`src/include/atx_pkg.sv`:
```
// Shared constants and types for the ARINC 429 transmit and label filter core
package atx_pkg;
  localparam int unsigned ATX_WORD_W = 32;
  localparam int unsigned ATX_TX_DEPTH = 32;
  localparam int unsigned ATX_LVL_W = 6;
  localparam logic [ATX_LVL_W-1:0] ATX_HALF_LEVEL = 6'h10;
  localparam logic [ATX_LVL_W-1:0] ATX_FULL_LEVEL = 6'h20;
  localparam int unsigned ATX_LABELS = 256;

  // Instruction codes
  localparam logic [7:0] OP_TBL_WRITE = 8'h02;
  localparam logic [7:0] OP_TBL_ALL_ON = 8'h03;
  localparam logic [7:0] OP_TBL_ALL_OFF = 8'h06;
  localparam logic [7:0] OP_DIV_WRITE = 8'h07;
  localparam logic [7:0] OP_TBL_READ = 8'h0D;
  localparam logic [7:0] OP_TX_WRITE = 8'h0E;
  localparam logic [7:0] OP_TX_CLEAR = 8'h11;
  localparam logic [7:0] OP_TX_SEND = 8'h12;

  // Bit timing in reference clocks
  localparam logic [8:0] HS_HALF_BIT_REF = 9'h005;
  localparam logic [8:0] LS_HALF_BIT_REF = 9'h028;
  localparam logic [8:0] HS_GAP_REF = 9'h028;
  localparam logic [8:0] LS_GAP_REF = 9'h140;
  localparam logic [4:0] LAST_BIT_IDX = 5'h1F;
  localparam logic [1:0] LAST_WORD_BYTE = 2'h3;
  localparam logic [2:0] LAST_SPI_BIT = 3'h7;
  localparam logic [4:0] TBL_FIRST_BYTE = 5'h1F;
  localparam logic [7:0] TBL_FIRST_ENTRY = 8'hFF;
  localparam logic [7:0] DIV_RESET = 8'h01;

  // Synchronised pin positions
  localparam int unsigned PIN_N = 5;
  localparam int unsigned PIN_ACLK = 0;
  localparam int unsigned PIN_SCK = 1;
  localparam int unsigned PIN_CSN = 2;
  localparam int unsigned PIN_SI = 3;
  localparam int unsigned PIN_MCLR = 4;
  localparam logic [PIN_N-1:0] PIN_RST = 5'h04;

  typedef enum logic [1:0] {TX_IDLE, TX_MARK, TX_NULL, TX_GAP} atx_tx_state_t;

  typedef struct packed {
    logic empty;
    logic half;
    logic full;
  } atx_flags_t;
endpackage

```
`src/hw/atx_fifo.sv`:
```
// Flip-flop FIFO with valid/ready on both sides and a synchronous clear
module atx_fifo
  import atx_pkg::*;
#(
  parameter int unsigned WIDTH = ATX_WORD_W,
  parameter int unsigned DEPTH = ATX_TX_DEPTH
) (
  input wire logic core_clk,
  input wire logic rst,
  input wire logic clr,
  input wire logic in_valid,
  output logic in_ready,
  input wire logic [WIDTH-1:0] in_data,
  output logic out_valid,
  input wire logic out_ready,
  output logic [WIDTH-1:0] out_data,
  output logic [$clog2(DEPTH+1)-1:0] level
);
  localparam int unsigned AW = $clog2(DEPTH);
  localparam int unsigned CW = $clog2(DEPTH+1);
  localparam logic [CW-1:0] CNT_FULL = CW'(DEPTH);

  logic [WIDTH-1:0] mem_ff [DEPTH];
  logic [AW-1:0] wr_ptr_ff;
  logic [AW-1:0] rd_ptr_ff;
  logic [CW-1:0] cnt_ff;

  wire push = in_valid && in_ready;
  wire pop = out_valid && out_ready;

  assign in_ready = (cnt_ff != CNT_FULL);
  assign out_valid = (cnt_ff != '0);
  assign out_data = mem_ff[rd_ptr_ff];
  assign level = cnt_ff;

  // Depth is a power of two, so pointers wrap naturally
  always_ff @(posedge core_clk or posedge rst) begin
    if (rst) begin
      wr_ptr_ff <= '0;
      rd_ptr_ff <= '0;
      cnt_ff <= '0;
    end else if (clr) begin
      wr_ptr_ff <= '0;
      rd_ptr_ff <= '0;
      cnt_ff <= '0;
    end else begin
      if (push) wr_ptr_ff <= AW'(wr_ptr_ff + 1'b1);
      if (pop) rd_ptr_ff <= AW'(rd_ptr_ff + 1'b1);
      cnt_ff <= CW'(cnt_ff + {{(CW-1){1'b0}}, push} - {{(CW-1){1'b0}}, pop});
    end
  end

  always_ff @(posedge core_clk) begin
    if (push) mem_ff[wr_ptr_ff] <= in_data;
  end
endmodule

```
`src/hw/atx_core.sv`:
```
// ARINC 429 transmitter, label filter and SPI slave command port
module atx_core
  import atx_pkg::*;
(
  input wire logic core_clk,
  input wire logic rst,
  input wire logic aclk,
  input wire logic sck,
  input wire logic cs_n,
  input wire logic si,
  output logic so,
  output logic so_oe,
  input wire logic master_clear_pin,
  input wire logic label_filter_enable,
  input wire logic tx_parity_enable,
  input wire logic tx_parity_even_select,
  input wire logic tx_auto_send,
  input wire logic tx_rate_slow_select,
  input wire logic ref_clock_divide_select,
  input wire logic loopback_off,
  input wire logic line_output_null_force,
  input wire logic rx_word_strobe,
  input wire logic [7:0] rx_word_label,
  input wire logic rx_fifo_nonempty,
  output logic rx_word_keep,
  output logic rx_fifo_state_pin,
  output logic tx_fifo_state_pin,
  output logic tx_fifo_empty_flag,
  output logic tx_fifo_half_flag,
  output logic tx_fifo_full_flag,
  output logic line_output_a,
  output logic line_output_b,
  output logic rx_loop_a,
  output logic rx_loop_b
);
  // Parity bit sits in bit 32 (index 31) of the word
  function automatic logic [ATX_WORD_W-1:0] add_parity(input logic [ATX_WORD_W-1:0] w,
                                                       input logic en, input logic even);
    logic [ATX_WORD_W-1:0] r;
    r = w;
    if (en) r[ATX_WORD_W-1] = (^w[ATX_WORD_W-2:0]) ^ ~even;
    return r;
  endfunction
  function automatic logic op_is(input logic [7:0] op, input logic [7:0] code);
    return op == code;
  endfunction
  // Pin synchronisers: a change counts once stages two and three agree
  logic [PIN_N-1:0] s1_ff, s2_ff, s3_ff, pin_ff, pin_rise, pin_fall;
  wire [PIN_N-1:0] pins = {master_clear_pin, si, cs_n, sck, aclk};
  generate
    for (genvar g = 0; g < PIN_N; g++) begin : g_sync
      wire settle = (s2_ff[g] == s3_ff[g]);
      assign pin_rise[g] = settle && s3_ff[g] && !pin_ff[g];
      assign pin_fall[g] = settle && !s3_ff[g] && pin_ff[g];
      always_ff @(posedge core_clk or posedge rst) begin
        if (rst) begin
          s1_ff[g] <= PIN_RST[g];
          s2_ff[g] <= PIN_RST[g];
          s3_ff[g] <= PIN_RST[g];
          pin_ff[g] <= PIN_RST[g];
        end else begin
          s1_ff[g] <= pins[g];
          s2_ff[g] <= s1_ff[g];
          s3_ff[g] <= s2_ff[g];
          if (settle) pin_ff[g] <= s3_ff[g];
        end
      end
    end
  endgenerate

  wire mclr = pin_ff[PIN_MCLR];
  wire cs_active = !pin_ff[PIN_CSN];
  wire cs_rise = pin_rise[PIN_CSN];
  wire sck_rise = pin_rise[PIN_SCK] && cs_active;
  wire sck_fall = pin_fall[PIN_SCK] && cs_active;
  wire si_val = pin_ff[PIN_SI];

  // SPI command port state
  logic [2:0] bit_cnt_ff;
  logic [7:0] sh_ff, op_ff, rd_ptr_ff, div_ratio_ff;
  logic hdr_done_ff, loaded_ff, so_ff, so_oe_ff, push_ff, fifo_in_ready;
  logic [1:0] word_byte_ff;
  logic [23:0] word_hi_ff;
  logic [4:0] tbl_byte_ff;
  logic [ATX_WORD_W-1:0] push_word_ff;
  logic [ATX_LABELS-1:0] label_tbl_ff, nxt_label_tbl;

  // Read data phase: serial input is not sampled at all
  wire rd_phase = hdr_done_ff && op_is(op_ff, OP_TBL_READ);
  wire byte_done = sck_rise && !rd_phase && (bit_cnt_ff == LAST_SPI_BIT);
  wire [7:0] full_byte = {sh_ff[6:0], si_val};
  wire op_now = byte_done && !hdr_done_ff;
  wire data_now = byte_done && hdr_done_ff;
  wire cmd_tbl_on = op_now && op_is(full_byte, OP_TBL_ALL_ON);
  wire cmd_tbl_off = op_now && op_is(full_byte, OP_TBL_ALL_OFF);
  wire cmd_tx_clear = op_now && op_is(full_byte, OP_TX_CLEAR);
  wire cmd_tx_send = op_now && op_is(full_byte, OP_TX_SEND);
  wire wr_tbl = data_now && op_is(op_ff, OP_TBL_WRITE);
  wire wr_div = data_now && op_is(op_ff, OP_DIV_WRITE);
  wire wr_tx = data_now && op_is(op_ff, OP_TX_WRITE);
  wire wr_tx_last = wr_tx && (word_byte_ff == LAST_WORD_BYTE);

  always_ff @(posedge core_clk or posedge rst) begin
    if (rst) begin
      bit_cnt_ff <= '0;
      sh_ff <= '0;
      hdr_done_ff <= 1'b0;
      op_ff <= '0;
    end else if (!cs_active) begin
      bit_cnt_ff <= '0;
      hdr_done_ff <= 1'b0;
    end else if (sck_rise && !rd_phase) begin
      bit_cnt_ff <= 3'(bit_cnt_ff + 1'b1);
      sh_ff <= full_byte;
      if (op_now) begin
        op_ff <= full_byte;
        hdr_done_ff <= 1'b1;
      end
    end
  end

  // Table and transmit word byte positions; each access starts afresh
  always_ff @(posedge core_clk or posedge rst) begin
    if (rst) begin
      word_byte_ff <= '0;
      word_hi_ff <= '0;
      tbl_byte_ff <= TBL_FIRST_BYTE;
      loaded_ff <= 1'b0;
    end else if (!cs_active) begin
      word_byte_ff <= '0;
      tbl_byte_ff <= TBL_FIRST_BYTE;
      loaded_ff <= 1'b0;
    end else begin
      if (wr_tbl) tbl_byte_ff <= 5'(tbl_byte_ff - 1'b1);
      if (wr_tx) begin
        word_byte_ff <= 2'(word_byte_ff + 1'b1);
        word_hi_ff <= {word_hi_ff[15:0], full_byte};
      end
      if (wr_tx_last) loaded_ff <= 1'b1;
    end
  end

  // A word completed while the FIFO is full is simply not taken
  always_ff @(posedge core_clk or posedge rst) begin
    if (rst) begin
      push_ff <= 1'b0;
      push_word_ff <= '0;
    end else begin
      push_ff <= wr_tx_last && fifo_in_ready && !mclr;
      if (wr_tx_last) push_word_ff <= {word_hi_ff, full_byte};
    end
  end

  always_comb begin
    nxt_label_tbl = label_tbl_ff;
    if (cmd_tbl_on) nxt_label_tbl = '1;
    else if (cmd_tbl_off) nxt_label_tbl = '0;
    else if (wr_tbl) nxt_label_tbl[{tbl_byte_ff, 3'h0} +: 8] = full_byte;
  end

  // The table survives master clear; only the transmit FIFO is emptied
  always_ff @(posedge core_clk or posedge rst) begin
    if (rst) label_tbl_ff <= '0;
    else label_tbl_ff <= nxt_label_tbl;
  end

  always_ff @(posedge core_clk or posedge rst) begin
    if (rst) div_ratio_ff <= DIV_RESET;
    else if (wr_div) div_ratio_ff <= full_byte;
  end

  // Read data changes on the falling clock so the host samples it on the rise
  always_ff @(posedge core_clk or posedge rst) begin
    if (rst) begin
      so_ff <= 1'b0;
      so_oe_ff <= 1'b0;
      rd_ptr_ff <= TBL_FIRST_ENTRY;
    end else if (!cs_active) begin
      so_oe_ff <= 1'b0;
      rd_ptr_ff <= TBL_FIRST_ENTRY;
    end else if (sck_fall && rd_phase) begin
      so_ff <= label_tbl_ff[rd_ptr_ff];
      so_oe_ff <= 1'b1;
      rd_ptr_ff <= 8'(rd_ptr_ff - 1'b1);
    end
  end

  // Receive label filter
  logic rx_keep_ff, rx_state_ff;
  wire label_hit = label_tbl_ff[rx_word_label];
  always_ff @(posedge core_clk or posedge rst) begin
    if (rst) begin
      rx_keep_ff <= 1'b0;
      rx_state_ff <= 1'b0;
    end else begin
      rx_keep_ff <= rx_word_strobe && !mclr && (!label_filter_enable || label_hit);
      rx_state_ff <= rx_fifo_nonempty && !mclr;
    end
  end

  // Transmit FIFO
  logic fifo_out_valid, tx_pop;
  logic [ATX_WORD_W-1:0] fifo_out_data;
  logic [ATX_LVL_W-1:0] fifo_level;
  wire fifo_clr = mclr || cmd_tx_clear;

  atx_fifo #(
    .WIDTH(ATX_WORD_W),
    .DEPTH(ATX_TX_DEPTH)
  ) u_tx_fifo (
    .core_clk(core_clk),
    .rst(rst),
    .clr(fifo_clr),
    .in_valid(push_ff),
    .in_ready(fifo_in_ready),
    .in_data(push_word_ff),
    .out_valid(fifo_out_valid),
    .out_ready(tx_pop),
    .out_data(fifo_out_data),
    .level(fifo_level)
  );

  // Reference tick: direct 1 MHz edges, or edges divided by the loaded ratio
  logic [7:0] div_cnt_ff;
  wire aclk_edge = pin_rise[PIN_ACLK];
  wire div_wrap = (8'(div_cnt_ff + 1'b1) >= div_ratio_ff);
  wire ref_tick = aclk_edge && (!ref_clock_divide_select || div_wrap);
  always_ff @(posedge core_clk or posedge rst) begin
    if (rst) div_cnt_ff <= '0;
    else if (aclk_edge) div_cnt_ff <= div_wrap ? '0 : 8'(div_cnt_ff + 1'b1);
  end

  // Transmit engine
  atx_tx_state_t state_ff, nxt_state;
  logic [8:0] phase_cnt_ff;
  logic [4:0] bit_idx_ff;
  logic [ATX_WORD_W-1:0] tx_sh_ff;
  logic arm_ff;

  wire [8:0] half_len = tx_rate_slow_select ? LS_HALF_BIT_REF : HS_HALF_BIT_REF;
  wire [8:0] gap_len = tx_rate_slow_select ? LS_GAP_REF : HS_GAP_REF;
  wire [8:0] phase_len = (state_ff == TX_GAP) ? gap_len : half_len;
  wire phase_end = ref_tick && (phase_cnt_ff == 9'(phase_len - 1'b1));
  wire tx_idle = (state_ff == TX_IDLE);
  wire arm_set = cmd_tx_send || (cs_rise && tx_auto_send && loaded_ff);
  wire arm_drop = tx_idle && !fifo_out_valid;
  assign tx_pop = tx_idle && arm_ff && fifo_out_valid && !fifo_clr;

  always_comb begin
    nxt_state = state_ff;
    unique case (state_ff)
      TX_IDLE: begin
        if (tx_pop) nxt_state = TX_MARK;
      end
      TX_MARK: begin
        if (phase_end) nxt_state = TX_NULL;
      end
      TX_NULL: begin
        if (phase_end) nxt_state = (bit_idx_ff == LAST_BIT_IDX) ? TX_GAP : TX_MARK;
      end
      TX_GAP: begin
        if (phase_end) nxt_state = TX_IDLE;
      end
    endcase
  end

  always_ff @(posedge core_clk or posedge rst) begin
    if (rst) begin
      state_ff <= TX_IDLE;
      phase_cnt_ff <= '0;
      bit_idx_ff <= '0;
      tx_sh_ff <= '0;
    end else if (mclr) begin
      state_ff <= TX_IDLE;
      phase_cnt_ff <= '0;
      bit_idx_ff <= '0;
    end else begin
      state_ff <= nxt_state;
      if (tx_pop) begin
        tx_sh_ff <= add_parity(fifo_out_data, tx_parity_enable, tx_parity_even_select);
        phase_cnt_ff <= '0;
        bit_idx_ff <= '0;
      end else if (phase_end) begin
        phase_cnt_ff <= '0;
        if (state_ff == TX_NULL) begin
          tx_sh_ff <= {1'b0, tx_sh_ff[ATX_WORD_W-1:1]};
          bit_idx_ff <= 5'(bit_idx_ff + 1'b1);
        end
      end else if (ref_tick) begin
        phase_cnt_ff <= 9'(phase_cnt_ff + 1'b1);
      end
    end
  end

  // A send request racing the drain still wins
  always_ff @(posedge core_clk or posedge rst) begin
    if (rst) arm_ff <= 1'b0;
    else if (mclr) arm_ff <= 1'b0;
    else arm_ff <= arm_set || (arm_ff && !arm_drop);
  end

  // Line levels: one is A high, zero is B high, null is both low
  wire drive = (state_ff == TX_MARK);
  wire nxt_a = drive && tx_sh_ff[0];
  wire nxt_b = drive && !tx_sh_ff[0];
  wire loop_en = !loopback_off && !line_output_null_force;

  logic line_a_ff, line_b_ff, loop_a_ff, loop_b_ff;
  atx_flags_t flags_ff, nxt_flags;
  assign nxt_flags = '{empty: !fifo_out_valid && tx_idle,
    half: fifo_level >= ATX_HALF_LEVEL,
    full: fifo_level == ATX_FULL_LEVEL};

  always_ff @(posedge core_clk or posedge rst) begin
    if (rst) begin
      line_a_ff <= 1'b0;
      line_b_ff <= 1'b0;
      loop_a_ff <= 1'b0;
      loop_b_ff <= 1'b0;
      flags_ff <= '{empty: 1'b1, half: 1'b0, full: 1'b0};
    end else begin
      line_a_ff <= nxt_a && !line_output_null_force && !mclr;
      line_b_ff <= nxt_b && !line_output_null_force && !mclr;
      loop_a_ff <= nxt_a && loop_en && !mclr;
      loop_b_ff <= nxt_b && loop_en && !mclr;
      flags_ff <= mclr ? atx_flags_t'{empty: 1'b1, half: 1'b0, full: 1'b0} : nxt_flags;
    end
  end

  assign so = so_ff;
  assign so_oe = so_oe_ff;
  assign rx_word_keep = rx_keep_ff;
  assign rx_fifo_state_pin = rx_state_ff;
  assign tx_fifo_state_pin = flags_ff.empty;
  assign tx_fifo_empty_flag = flags_ff.empty;
  assign tx_fifo_half_flag = flags_ff.half;
  assign tx_fifo_full_flag = flags_ff.full;
  assign line_output_a = line_a_ff;
  assign line_output_b = line_b_ff;
  assign rx_loop_a = loop_a_ff;
  assign rx_loop_b = loop_b_ff;
endmodule

```
`config.mk`:
```
export PLATFORM = sky130hd
export DESIGN_NAME = atx_core
export DESIGN_NICKNAME = d
export VERILOG_FILES = /design/src/include/atx_pkg.sv /design/src/hw/atx_fifo.sv /design/src/hw/atx_core.sv
export SDC_FILE = /design/constraint.sdc
export NUM_CORES = 2
export LEC_CHECK = 0
export BUFFER_PORTS_ARGS = -buffer_cell sky130_fd_sc_hd__clkbuf_2
export CORE_AREA = 5 5 468 470
export CTS_CLUSTER_DIAMETER = 200
export DETAILED_ROUTE_END_ITERATION = 10
export DIE_AREA = 0 0 473 475
export PLACE_DENSITY = 0.52
export SETUP_SLACK_MARGIN = 0.2
export SYNTH_ARGS = -nofsm -noshare
export SYNTH_HDL_FRONTEND = slang
export SYNTH_SLANG_ARGS = --single-unit
```
`constraint.sdc`:
```
create_clock -name core_clk -period 20.6 [get_ports core_clk]
set_input_delay 3.09 -clock core_clk [delete_from_list [all_inputs] [get_ports core_clk]]
set_output_delay 3.09 -clock core_clk [all_outputs]
set_load 0.05 [all_outputs]
```
==> metrics <==
top_reg_cell synth edfxtp_1; clk buf depth 3; Die Wd 473 µm; Simple-Gate Fraction of Synth Area under 10%; TritonCTS buffer count between 150 and 200; synthesized flop and latch total ~1500; vias after detailed routing between 30000 and 40000; vias in the first global route 36541; RePlAce Congestion between 0.7 and 0.8; worst hold path type reg -> reg; Layout area overhead 12.58%; most common cell in the netlist edfxtp_1; H-tree Lvls 4; row cnt 170; Post-Synth XOR/XNOR Area under 10%; Worst R2R Start u_tx_fifo.rd_ptr_ff[0]; Adder-Cell Fraction of Synth Area less than 1%; CP max-delay cell buf_4; die footprint roughly 220000 µm²; R2R depth 12; top cell type's share of synthesized area between 40% and 50%; Yosys warning count 0; Largest stage delay, worst path 0.76 ns; Cells after DPL 6687; antenna viol nets, final 0; met1 GRT Util approximately 22%; clk sinks around 1500; global-route wire length before repair 260.4 mm; crit path cell chain buf_4, buf_4, mux4_2, mux4_2, mux4_2, mux4_2, nor2b_1, nor3b_1; Initial Utilization between 20 and 30%; final hold vios 0; Cell Area, Placed roughly 67000 µm²; Cell Count, Final, Fillers Out between 6000 and 7000; Fmax ~170 MHz; Worst Setup SP rx_word_label[0]; Synth Cell Area 63850 µm²; most used cell, CP mux4_2; nets 4068; Reg area 42310 µm²; DR vias/cell around 5.2; CTS tree done; Routed WL per cell approximately 25 µm; R2R setup slack 15.05 ns; drt total wl around 180 mm; residual DRC count 0; crit-path max FO 44; critical path capture point rx_word_keep; max-cap check violation count 0; Syn Inst Count roughly 4000; met2 GRT Util between 20% and 30%; Slew Limit Fails 0; sequential share of the synthesized area between 60% and 70%; CP Launch Type primary input; pwr/cell area 85.75 nW/µm²; design area a little over 70000 µm²; RSZ-0062 raised after global routing no; Leakage Power 0.02163 µW; Worst-Skew Late Latency ~0.8 ns; I/O Buffers 36; Post-synth EDFFs slightly above 1000; fraction of layout cells with a size suffix above 1 20.65%; Worst R2R End tx_sh_ff[31]; mux contribution to synthesized area 16.38%; total gr overflow 0; Syn Nets roughly 4100; number of diodes 0; top post-synthesis cells by count edfxtp_1 (1024), dfrtp_1 (441), mux4_2 (328), nand2_1 (328), a21oi_1 (286); Layout Skew 0.03852 ns; Worst Tran Pin Value ~1.3 ns; Compound-Gate Fraction of Synth Area 7.168%; clock slew at reported path FFs roughly 0.06 ns; top cells by area, synth edfxtp_1 (48%), dfrtp_1 (17%), mux4_2 (12%); gr usage total between 10% and 20%; Worst IR Drop VDD between 0.08 and 0.09 mV; Boundary Pins 37; main combinational cell family by area after synthesis multiplexers; area of the multi-input gates between 20000 and 25000 µm²; Worst setup EP type flip-flop; Resize count post-CTS 0; met3 global-route usage between 2 and 3%; cell taking the most area after synthesis edfxtp_1; Die Y 475 µm; crit share post-route between 20 and 30%; DR iter-0 viols around 3200; Core Box Area ~210000 µm²; Arr. time, crit path ~6.7 ns; FILL cells about 21000; CTS hold repair buffers 0; post-synthesis cell type count 78; setup_tns 0 ns; initial antenna violation count 0; final setup vio count 0; mean post-synth cell area roughly 16 µm²; post-CTS setup repair buffer count 0; critical path type in -> reg; First-pass DRT Iterations 7; global routing's busiest layer met2; Post-synth ARST share roughly 31%; Worst slew margin about an eighth; CTS Root Cell clkbuf_16; maximum number of pins on one net before global-route repair ~230; status finished clean; Post-DP HPWL between 100 and 150 mm; min Tclk post-route 6.000 ns; Critical Path RT ~21 ns
placed cells by master (no fill, tap or decap), drive strengths merged, types with 16 or more instances in the layout:
cell type,synthesis,routed
edfxtp,1024,1024
a221o,34,34
xor2,17,17
mux2,54,54
mux4,368,368
o22ai,71,71
a21oi,286,286
clkinv,1,62
a31oi,31,31
buf,107,89
nand2,328,328
o221a,31,31
inv,37,42
a22oi,43,43
nand3,43,43
ha,39,39
xnor2,38,38
clkbuf,153,235
nand2b,16,16
and2,17,17
dfstp,19,19
nor3,43,43
nor2b,17,17
nor2,232,232
mux2i,141,141
o21ai,193,193
dfrtp,441,441
kinds of logic after synthesis:
logic type / count (synthesis)
flops: 1484
simple gates: 785
compound gates: 753
mux: 563
buf+inv: 298
xor+xnor: 61
fa+ha+maj: 42
routing by layer:
layer | share of wire (%) | vias up | wire (µm)
met2 | 48 | 1007 | 85520
met3 | 5.0 | 248 | 8937
met4 | 2.0 | 0 | 3554
met1 | 45 | 19398 | 79010
li1 | - | 15676 | -
met5 | 0 | - | 0
worst min path at each step:
stage,start,end,depth (start not counted)
after floorplan,s1_ff[0],s2_ff[0],0
after global placement,s1_ff[1],s2_ff[1],0
after detailed placement,s1_ff[4],s2_ff[4],0
after CTS,s1_ff[4],s2_ff[4],0
after global routing,s1_ff[4],s2_ff[4],0
final,s1_ff[4],s2_ff[4],0
metrics by stage:
step | power [µW] | hold WS (ns) | utilization (%) | setup WS (ns)
final | 6164 | 0.3497 | 33.59 | 14.60
after global routing | 6364 | 0.3552 | 33.59 | 14.37
after CTS | 6231 | 0.3515 | 33.59 | 14.58
after detailed placement | 3467 | 0.3370 | 31.27 | 13.67
after global placement | 3465 | 0.3327 | 31.27 | 13.74
after floorplan | 3352 | 0.3312 | - | 4.716
registers in the layout (all words and copies together) (netlist names), 6 cells and up:
register / flops
phase_cnt_ff: 9
label_tbl_ff: 256
rd_ptr_ff: 8
sh_ff: 7
op_ff: 8
push_word_ff: 32
u_tx_fifo.mem_ff: 1024
u_tx_fifo.level: 6
tx_sh_ff: 32
div_ratio_ff: 8
word_hi_ff: 24
div_cnt_ff: 8
power by group:
group | switching (µW) | leakage (µW) | internal [µW]
registers | 17.9 | 0.0133 | 3170
clock network | 1210 | 0.00241 | 1550
logic | 173 | 0.00588 | 39.8
area by class of cell:
cell class	instances	area share (%)
multi-input combinational	2204	27.85
tap	2838	4.940
timing repair buffer	123	1.236
sequential	1484	58.85
clock inverter	81	1.156
clock buffer	201	5.760
inverter	38	0.2089
critical path: cells and delay by family:
kind | cells | cell delay, ns
multiplexers | 4 | 2.13
AND/OR/NAND/NOR | 2 | 0.21
buffers and inverters | 2 | 1.13
Power figures use the tool's default switching activity.
